## config.mk

```make
export PLATFORM = sky130hd
export DESIGN_NAME = odcr_output_driver_config_regs
export DESIGN_NICKNAME = d
export VERILOG_FILES = /design/src/verilog/odcr_output_driver_config_regs.v
export VERILOG_INCLUDE_DIRS = /design/src /design/src/shared
export SDC_FILE = /design/constraint.sdc
export NUM_CORES = 1
export LEC_CHECK = 0
export ABC_CLOCK_PERIOD_IN_PS = 2100
export BUFFER_PORTS_ARGS = -buffer_cell sky130_fd_sc_hd__buf_2
export CORE_ASPECT_RATIO = 0.8
export CORE_MARGIN = 2
export CORE_UTILIZATION = 38
export CTS_BUF_LIST = sky130_fd_sc_hd__clkbuf_16
export DETAILED_ROUTE_END_ITERATION = 8
export PLACE_DENSITY_LB_ADDON = 0.25
export SYNTH_ARGS = -nofsm -noshare
export SYNTH_HDL_FRONTEND = slang
export SYNTH_SLANG_ARGS = --single-unit
```

## constraint.sdc

```tcl
create_clock -name clock -period 2.1 [get_ports clock]
set_input_delay 0.105 -clock clock [delete_from_list [all_inputs] [get_ports clock]]
set_output_delay 0.105 -clock clock [all_outputs]
set_load 0.03 [all_outputs]
```

## src/shared/odcr_consts.vh

```
/*
 * Constants for the output driver configuration register bank:
 * register offsets, field positions, reset values and encodings.
 * Assumes inclusion by bare name from the design file.
 */
`ifndef ODCR_CONSTS_VH
`define ODCR_CONSTS_VH

// ----------------------------------------
// Register offsets (printed, not all multiples of four: index * 4)
// ----------------------------------------
`define ODCR_IDX_OUT0CTL 8'h1f
`define ODCR_IDX_OUT1CTL 8'h20
`define ODCR_IDX_PWDN 8'h1e

// ----------------------------------------
// Field positions
// ----------------------------------------
`define ODCR_SRC_BIT 7
`define ODCR_FMT_HI 6
`define ODCR_FMT_LO 5
`define ODCR_MODEA_HI 4
`define ODCR_MODEA_LO 3
`define ODCR_MODEB_HI 2
`define ODCR_MODEB_LO 1
`define ODCR_PWDN_BIT 0

// ----------------------------------------
// Reset values
// ----------------------------------------
`define ODCR_RST_SRC 1'h1
`define ODCR_RST_FMT 2'h1
`define ODCR_RST_MODEA 2'h2
`define ODCR_RST_MODEB 2'h0
`define ODCR_RST_PWDN 1'h0

// ----------------------------------------
// Driver format encoding
// ----------------------------------------
`define ODCR_FMT_OFF 2'h0
`define ODCR_FMT_ACDIFF 2'h1
`define ODCR_FMT_HCSL 2'h2
`define ODCR_FMT_CMOS 2'h3

`endif

```

## src/verilog/odcr_output_driver_config_regs.v

```verilog
/*
 * Register bank for output channels zero and one: shared source select,
 * driver format and two mode fields per channel, plus the shared
 * power-down bit. Classic Wishbone slave, 32-bit data, one word per
 * register. Assumes a single clock, synchronous active-low reset and
 * an analog driver that consumes the decoded control outputs.
 */
// Summary of operation
// - Bit 7 of channel-zero register picks shared source; 1 = synth two, reset 1.
// - Bits 6:5 of channel-zero register set its driver format, reset 1.
// - Bits 6:5 of channel-one register set its driver format, reset 1.
// - Channel-zero bits 4:3: tail current or positive CMOS leg, reset 2.
// - Channel-one bits 4:3 use the same encoding, reset 2.
// - Channel-zero bits 2:1: HCSL load or negative CMOS leg, reset 0.
// - Channel-one bits 2:1 use the same encoding, reset 0.
`timescale 1ns/1ps
`include "odcr_consts.vh"

module odcr_output_driver_config_regs #(
    parameter ADDR_WIDTH = 8
) (
    input wire clock,
    input wire rst_b,
    input wire clockEnable,
    input wire wb_cyc_i,
    input wire wb_stb_i,
    input wire wb_we_i,
    input wire [ADDR_WIDTH-1:0] wb_adr_i,
    input wire [3:0] wb_sel_i,
    input wire [31:0] wb_dat_i,
    output reg [31:0] wb_dat_o,
    output reg wb_ack_o,
    output reg pair01SourceSelect,
    output reg pair01PowerDown,
    output reg [1:0] ch0Format,
    output reg [1:0] ch0DriveModeA,
    output reg [1:0] ch0DriveModeB,
    output reg [1:0] ch1Format,
    output reg [1:0] ch1DriveModeA,
    output reg [1:0] ch1DriveModeB,
    output reg ch0Enabled,
    output reg ch1Enabled,
    output reg pair01PathOff
);

    // ----------------------------------------
    // Address decode
    // ----------------------------------------
    function [ADDR_WIDTH-1:0] byteAddr;
        input [7:0] idx;
        begin
            byteAddr = {idx[ADDR_WIDTH-3:0], 2'b00};
        end
    endfunction

    wire request = wb_cyc_i & wb_stb_i & ~wb_ack_o;
    wire hitOut0 = (wb_adr_i == byteAddr(`ODCR_IDX_OUT0CTL));
    wire hitOut1 = (wb_adr_i == byteAddr(`ODCR_IDX_OUT1CTL));
    wire hitPwdn = (wb_adr_i == byteAddr(`ODCR_IDX_PWDN));
    wire doWrite = request & wb_we_i & wb_sel_i[0];

    // ----------------------------------------
    // Register images
    // ----------------------------------------
    wire [7:0] out0Image = {pair01SourceSelect, ch0Format, ch0DriveModeA,
        ch0DriveModeB, 1'b0};
    wire [7:0] out1Image = {1'b0, ch1Format, ch1DriveModeA,
        ch1DriveModeB, 1'b0};
    wire [7:0] pwdnImage = {7'h00, pair01PowerDown};

    reg [31:0] readMux;
    always @* begin
        readMux = 32'h00000000;
        if (hitOut0) begin
            readMux = {24'h000000, out0Image};
        end else if (hitOut1) begin
            readMux = {24'h000000, out1Image};
        end else if (hitPwdn) begin
            readMux = {24'h000000, pwdnImage};
        end
    end

    // ----------------------------------------
    // Bus slave and registers
    // ----------------------------------------
    // Unmapped addresses ack with zero data rather than hang the bus
    always @(posedge clock) begin
        if (!rst_b) begin
            wb_ack_o <= 1'b0;
            wb_dat_o <= 32'h00000000;
            pair01SourceSelect <= `ODCR_RST_SRC;
            ch0Format <= `ODCR_RST_FMT;
            ch1Format <= `ODCR_RST_FMT;
            ch0DriveModeA <= `ODCR_RST_MODEA;
            ch1DriveModeA <= `ODCR_RST_MODEA;
            ch0DriveModeB <= `ODCR_RST_MODEB;
            ch1DriveModeB <= `ODCR_RST_MODEB;
            pair01PowerDown <= `ODCR_RST_PWDN;
        end else if (clockEnable) begin
            wb_ack_o <= request;
            if (request) begin
                wb_dat_o <= readMux;
            end
            if (doWrite && hitOut0) begin
                pair01SourceSelect <= wb_dat_i[`ODCR_SRC_BIT];
                ch0Format <= wb_dat_i[`ODCR_FMT_HI:`ODCR_FMT_LO];
                ch0DriveModeA <= wb_dat_i[`ODCR_MODEA_HI:`ODCR_MODEA_LO];
                ch0DriveModeB <= wb_dat_i[`ODCR_MODEB_HI:`ODCR_MODEB_LO];
            end
            if (doWrite && hitOut1) begin
                ch1Format <= wb_dat_i[`ODCR_FMT_HI:`ODCR_FMT_LO];
                ch1DriveModeA <= wb_dat_i[`ODCR_MODEA_HI:`ODCR_MODEA_LO];
                ch1DriveModeB <= wb_dat_i[`ODCR_MODEB_HI:`ODCR_MODEB_LO];
            end
            if (doWrite && hitPwdn) begin
                pair01PowerDown <= wb_dat_i[`ODCR_PWDN_BIT];
            end
        end
    end

    // ----------------------------------------
    // Driver status
    // ----------------------------------------
    // Power-down stops mux and divider only once both formats are zero; each buffer stays on until its format is zero
    always @(posedge clock) begin
        if (!rst_b) begin
            ch0Enabled <= 1'b1;
            ch1Enabled <= 1'b1;
            pair01PathOff <= 1'b0;
        end else if (clockEnable) begin
            ch0Enabled <= (ch0Format != `ODCR_FMT_OFF);
            ch1Enabled <= (ch1Format != `ODCR_FMT_OFF);
            pair01PathOff <= pair01PowerDown && (ch0Format == `ODCR_FMT_OFF)
                && (ch1Format == `ODCR_FMT_OFF);
        end
    end

endmodule

```

==> metrics, run 1 <==
CTS sink count=26; worst-path maximum fanout=10; Post-synth EDFFs=0; Worst Setup Path Type=flop to flop; Final Cycle Share=74.88%; stages on the worst setup path=6; post-CTS setup buffers=0; sequential share of power=48.6%; CP endpoint kind=flop; Synth area leader=dfxtp_1; Initial Util=40.14%; Num CTS Buffers=3; CP Cell Sequence=nand4b_1 -> buf_4 -> nor4_4 -> buf_4 -> mux2i_1 -> nand2_1; vias per cell=4.932; RSZ-0062 raised after global routing=no; Final Hold Fails=0; power density cells=661.9 nW/um^2; number of global-route vias before repair=1028; drt wl/cell=11.94 um; Slew Viols, Final=0; clk slew on worst S/H paths=0.06 ns; layout cells sized above 1=31.79%; hold depth=3; port buffer count=48; Die H=55.25 um; largest net degree at the start of global routing=29; num rows=18; final setup TNS=0 ns; via count=1159; WP data required=2.24 ns; Sw Ratio=24.34%; total power draw=1017 uW; Skew-Pair Late Insertion Delay=0.25 ns; root buf cell=clkbuf_16; flops & latches, synth=26; number of antenna cells inserted=0; Peak VDD IR=0.3102 mV; DRT Wirelength=2805 um; Max Cap Viol=0; Synth cell types=25; CP max-delay cell=dfxtp_1; overall global routing resource usage=15.38%; top_reg_cell synth=dfxtp_1; worst hold-check path type=primary input to flop; Post-route DRC=0; Cells after Synth=145; CTS max path bufs=2; mean post-synth cell area=8.603 um^2; Boundary Pins=100; Syn-to-layout area delta=23.17%; Post-Syn Area=1247 um^2; Clock Skew=0.001328 ns; Placer Congestion=0.7685; post-placement cell count=232; Layout Nets=247; crit-path most repeated cell=buf_4; combinational power share=11.3%; Ys Warns=0; Antenna Nets Post-Route=0; final core utilization=49.44%; CTS tree=built; CP startpoint kind=flop; non-filler instance count after layout=235; Final setup viols=0; status=finished, final reports clean; Post-DP HPWL=2190 um; Clock Power Share=40.0%; hold_buf cts=0; Post-synth ARST share=0%; Int Pwr=769.4 uW; minimum clock period after layout=1.572 ns; Peak Freq=635.9 MHz; worst path arrival time=1.71 ns; post-synth top area share=41.73%; sw power=247.5 uW; Worst Reg-to-Reg Cells=6; synth top area cells=dfxtp_1 42%, buf_4 15%, nand2_1 7.5%; filler instances=313; initial antenna violation count=0; initial DRC count=35; Total Die Area=3760 um^2; Seq/Total Area, Yosys=41.73%; length of the first detailed-routing pass in iterations=5; Core ar.=3108 um^2; H-Tree Depth=1; Largest delay share family, worst path=simple AND/OR/NAND/NOR gates; first-pass GRT wire length=4457 um; Leak=0.0007019 uW; Post-CTS Resized=0; slowest cell delay on critical path=0.32 ns; GRT overflow=0; Buf+Inv Stages, Crit Path=2; die width=68.06 um
==> worst min-delay path, stage by stage <==
cell     delay [ns]
buf_2          0.08
mux2i_1        0.06
nand2_1        0.06
==> worst paths after layout <==
path	slack [ns]	startpoint	to
max	0.53	wb_ack_o$_SDFFE_PN0P_	ch1DriveModeA[1]$_SDFFE_PN1P_
min	0.08	wb_dat_i[7]	pair01SourceSelect$_SDFFE_PN1P_
min reg2reg	0.45	wb_dat_o[0]$_SDFFE_PN0P_	wb_dat_o[0]$_SDFFE_PN0P_
max reg2reg	0.53	wb_ack_o$_SDFFE_PN0P_	ch1DriveModeA[1]$_SDFFE_PN1P_
==> through the flow <==
step | hold WS (ns) | setup slack (ns) | area (um^2)
3_3_place_gp | 0.3324 | 0.4797 | 1461
3_5_place_dp | 0.3380 | 0.4335 | 1461
2_1_floorplan | 0.2335 | 0.3145 | 1334
4_1_cts | 0.07668 | 0.5408 | 1536
6_report | 0.07869 | 0.5275 | 1536
5_1_grt | 0.07758 | 0.4197 | 1536
==> synth_stat cells, types with 2 or more instances <==
| cell type | instances |
|---|---|
| mux2i_1 | 5 |
| nand2_1 | 25 |
| nor4_2 | 2 |
| buf_4 | 25 |
| a22oi_1 | 6 |
| o21ai_0 | 12 |
| nor2_1 | 5 |
| a21oi_1 | 5 |
| clkbuf_1 | 4 |
| nand2b_1 | 2 |
| nand3_1 | 11 |
| dfxtp_1 | 26 |
| nand4_1 | 5 |
==> kinds of logic (layout without fill, tap and decap cells) <==
kind of cell / after synthesis / count (layout) / synth area share, %
multiplexers: 5 / 5 / 4.012
other: 1 / 24 / 0.3006
AO/OA/AOI/OAI: 25 / 25 / 11.63
AND/OR/NAND/NOR: 57 / 57 / 25.38
flip-flops: 26 / 26 / 41.73
buffers and inverters: 31 / 58 / 16.95
==> placed cells by master, fill, tap and decap left out, drive strengths merged, types with 2 or more instances in the layout <==
cell type  count
nor4           3
dfxtp         26
nand4          5
or4b           2
conb          24
mux2i          5
a22oi          6
o21ai         13
a21oi          5
buf           54
nand3         11
nand2         25
nand2b         2
nor2           5
clkbuf         3
==> power groups by stage <==
stage | Combinational, uW | Sequential (uW) | Clock (uW)
floorplan | 115 | 507 | 0
global placement | 113 | 505 | 0
detailed placement | 114 | 505 | 0
CTS | 114 | 494 | 412
global route | 126 | 494 | 432
finish | 115 | 494 | 407
==> routing by layer <==
metal  vias to the layer above  track usage, %  part of all wire, %  wire (um)
met4                         0           6.000                 0.68         19
met3                         2           2.444                  6.4        179
met5                         -               0                    0          0
met2                        55           25.52                   49       1373
met1                       538           19.64                   44       1232
li1                        564               -                    -          -
==> registers in the layout, indices dropped and copies added (netlist names), 2 cells and up <==
name / cells
ch1Format: 2
ch0DriveModeA: 2
ch1DriveModeB: 2
ch0DriveModeB: 2
ch0Format: 2
wb_dat_o: 8
ch1DriveModeA: 2
==> cell type report <==
| cell class | instances | area (um^2) | area share [%] |
|---|---|---|---|
| multi-input combinational | 111 | 601.8 | 39.17 |
| sequential | 26 | 520.5 | 33.88 |
| timing repair buffer | 54 | 285.3 | 18.57 |
| clock buffer | 3 | 75.07 | 4.886 |
| tap | 40 | 50.05 | 3.257 |
| inverter | 1 | 3.754 | 0.2443 |
Note: power is estimated with default switching activity, not from simulation.
==> run 2, diff against run 1 <==
--- a/config.mk
+++ b/config.mk
@@ -6,11 +6,11 @@
 export SDC_FILE = /design/constraint.sdc
 export NUM_CORES = 1
 export LEC_CHECK = 0
-export ABC_CLOCK_PERIOD_IN_PS = 2100
+export ABC_CLOCK_PERIOD_IN_PS = 1340
 export BUFFER_PORTS_ARGS = -buffer_cell sky130_fd_sc_hd__buf_2
 export CORE_ASPECT_RATIO = 0.8
 export CORE_MARGIN = 2
-export CORE_UTILIZATION = 38
+export CORE_UTILIZATION = 35
 export CTS_BUF_LIST = sky130_fd_sc_hd__clkbuf_16
 export DETAILED_ROUTE_END_ITERATION = 8
 export PLACE_DENSITY_LB_ADDON = 0.25
==> constraint.sdc (replaced) <==
create_clock -name clock -period 1.34 [get_ports clock]
set_input_delay 0.067 -clock clock [delete_from_list [all_inputs] [get_ports clock]]
set_output_delay 0.067 -clock clock [all_outputs]
set_load 0.03 [all_outputs]
==> metrics, run 2 (synthesis gave the netlist of run 1 again) <==
status=complete, but fails checks; failing checks=negative setup slack; worst setup margin=-0.1941 ns (-0.7216 ns); Final Hold Fails=0 (unchanged); non-filler instance count after layout=251 (+6.8%); clk slew on worst S/H paths=0.06 ns (about the same); CP endpoint kind=flop; Worst Reg-to-Reg Cells=6 (unchanged); initial antenna violation count=0 (unchanged); Syn-to-layout area delta=37.91%; hold depth=3 (unchanged); Peak Freq=651.9 MHz (+2.5%); Int Pwr=1347 uW (+75%); DRT Wirelength=3089 um (+10%); Layout Nets=260 (+5.3%); M3 GR Usage=5.124% (+2.7 points); Die H=57.40 um (+3.9%); CTS max path bufs=2 (unchanged); Post-route DRC=0 (unchanged); RSZ-0062 raised after global routing=yes; Skew-Pair Late Insertion Delay=0.26 ns (about the same); worst hold-check path type=primary input to flop; overall global routing resource usage=15.51% (+0.13 points); GRT overflow=0 (unchanged); Core ar.=3423 um^2 (+10%); initial DRC count=53 (+51%); Total Die Area=4061 um^2 (+8.0%); Clock Skew=0.001399 ns (+0.00007109 ns); hold_buf cts=0 (unchanged); Leak=0.0007903 uW (+13%); worst reg2reg endpoint=ch0DriveModeA[1]$_SDFFE_PN1P_; Boundary Pins=100 (unchanged); root buf cell=clkbuf_16; sw power=421.8 uW (+70%); port buffer count=48 (unchanged); hold_sp=wb_dat_i[7]; layout cells sized above 1=39.71% (+7.9 points); Sw Ratio=23.85% (-0.49 points); total power draw=1769 uW (+74%); largest net degree at the start of global routing=29 (unchanged); most common cell after layout, fill and taps aside=buf_2; GRT busiest layer=met2; Placer Congestion=0.7984 (+3.9%); Endpoint, Worst Hold=pair01SourceSelect$_SDFFE_PN1P_; H-Tree Depth=1 (unchanged); commonest cells after routing, fill and taps aside=48 x buf_2, 25 x nand2_1, 25 x dfxtp_1; Clock Power Share=44.4% (+4.4 points); first-pass GRT wire length=4995 um (+12%); Peak VDD IR=0.7284 mV (+130%); number of global-route vias before repair=1056 (+2.7%); power density cells=1028 nW/um^2 (+55%); drt wl/cell=12.31 um (+3.1%); sequential share of power=43.7% (-4.9 points); Slew Viols, Final=0 (unchanged); length of the first detailed-routing pass in iterations=5 (unchanged); Worst Setup Path Type=flop to flop; max reg flops=8 (unchanged); post-placement cell count=245 (+5.6%); Largest Register=wb_dat_o; Max Cap Viol=0 (unchanged); final setup TNS=-1.804 ns (-1.804 ns); minimum clock period after layout=1.534 ns (-0.03838 ns); Initial Util=36.44% (-3.7 points); Num CTS Buffers=3 (unchanged); Post-DP HPWL=2384 um (+8.8%); worst path arrival time=1.68 ns (-0.03 ns); CTS tree=built; vias per cell=4.657 (-5.6%); M1 GR Usage=20.41% (+0.77 points); Antenna Nets Post-Route=0 (unchanged); Final setup viols=13 (+13); setup slack at placement=-0.2802 ns (-0.7137 ns); CTS sink count=26 (unchanged); via count=1169 (+0.86%); num rows=19 (+1); combinational power share=11.9% (+0.6 points); worst reg2reg startpoint=wb_ack_o$_SDFFE_PN0P_; die width=70.75 um (+3.9%); number of antenna cells inserted=0 (unchanged); Final Cycle Share=114.5% (+40 points); met2 Usage GRT=25.63% (+0.11 points); CP startpoint kind=flop; WP data required=1.48 ns (-0.76 ns); worst-path maximum fanout=4 (-6); Reg2Reg Setup Slack=-0.19 ns (-0.72 ns)
## run 2: changes by cell type in the layout (fill, tap and decap cells not counted), moves of 2 or more
cell     previous run  this run
a22oi_2             0         3
a22oi_1             6         3
nor2_1              5         3
buf_4               6        17
o21ai_0            12         2
o21ai_1             1        11
## run 2: cell type report
type | instances | area, um^2
tap | 42 | 52.55
multi-input combinational | 111 | 640.6
clock buffer | 4 | 100.1
sequential | 26 | 524.3
fill | 341 | 1703
timing repair buffer | 67 | 399.1
inverter | 1 | 3.754
## run 2: worst max path at each step
stage | start | end | slack (ns)
2_1_floorplan | wb_ack_o$_SDFFE_PN0P_ | pair01SourceSelect$_SDFFE_PN1P_ | -0.35
3_3_place_gp | wb_adr_i[1] | ch0DriveModeA[1]$_SDFFE_PN1P_ | -0.25
3_5_place_dp | wb_adr_i[1] | pair01PowerDown$_SDFFE_PN0P_ | -0.28
4_1_cts | wb_ack_o$_SDFFE_PN0P_ | ch0DriveModeA[1]$_SDFFE_PN1P_ | -0.20
5_1_grt | wb_ack_o$_SDFFE_PN0P_ | ch0DriveModeA[1]$_SDFFE_PN1P_ | -0.25
6_report | wb_ack_o$_SDFFE_PN0P_ | ch0DriveModeA[1]$_SDFFE_PN1P_ | -0.19
## run 2: metal layers
layer,routed length [um],vias to the layer above
li1,-,591
met1,1407,531
met2,1417,45
met3,244,2
met4,19,0
met5,0,-
## run 2: worst max-delay path, cell delays in order (launching register included)
cell,delay (ns)
dfxtp_4,0.34
nand4b_1,0.20
buf_4,0.18
nor4_2,0.23
buf_4,0.21
mux2i_1,0.20
nand2_1,0.06
## run 2: repair_timing
| item | CTS | global route |
|---|---|---|
| endpoints found under the setup margin | 20 | 21 |
| pin swaps | 9 | 0 |
| setup buffers | 1 | 1 |
| cloned | 0 | 0 |
| gates resized for setup | 12 | 4 |
## run 2: power groups by stage
stage	Sequential [uW]	Combinational, uW	Clock (uW)
2_1_floorplan	794	180	0
3_3_place_gp	791	197	0
3_5_place_dp	791	198	0
4_1_cts	773	203	808
5_1_grt	772	224	844
6_report	773	210	786
## run 2: per-stage QoR
stage,hold slack (ns),util [%],instance area (um^2)
3_3_place_gp,0.2871,45.65,1563
2_1_floorplan,0.1872,-,1338
4_1_cts,0.02577,49.45,1693
5_1_grt,0.05299,50.26,1720
3_5_place_dp,0.2971,45.65,1563
6_report,0.03213,50.26,1720
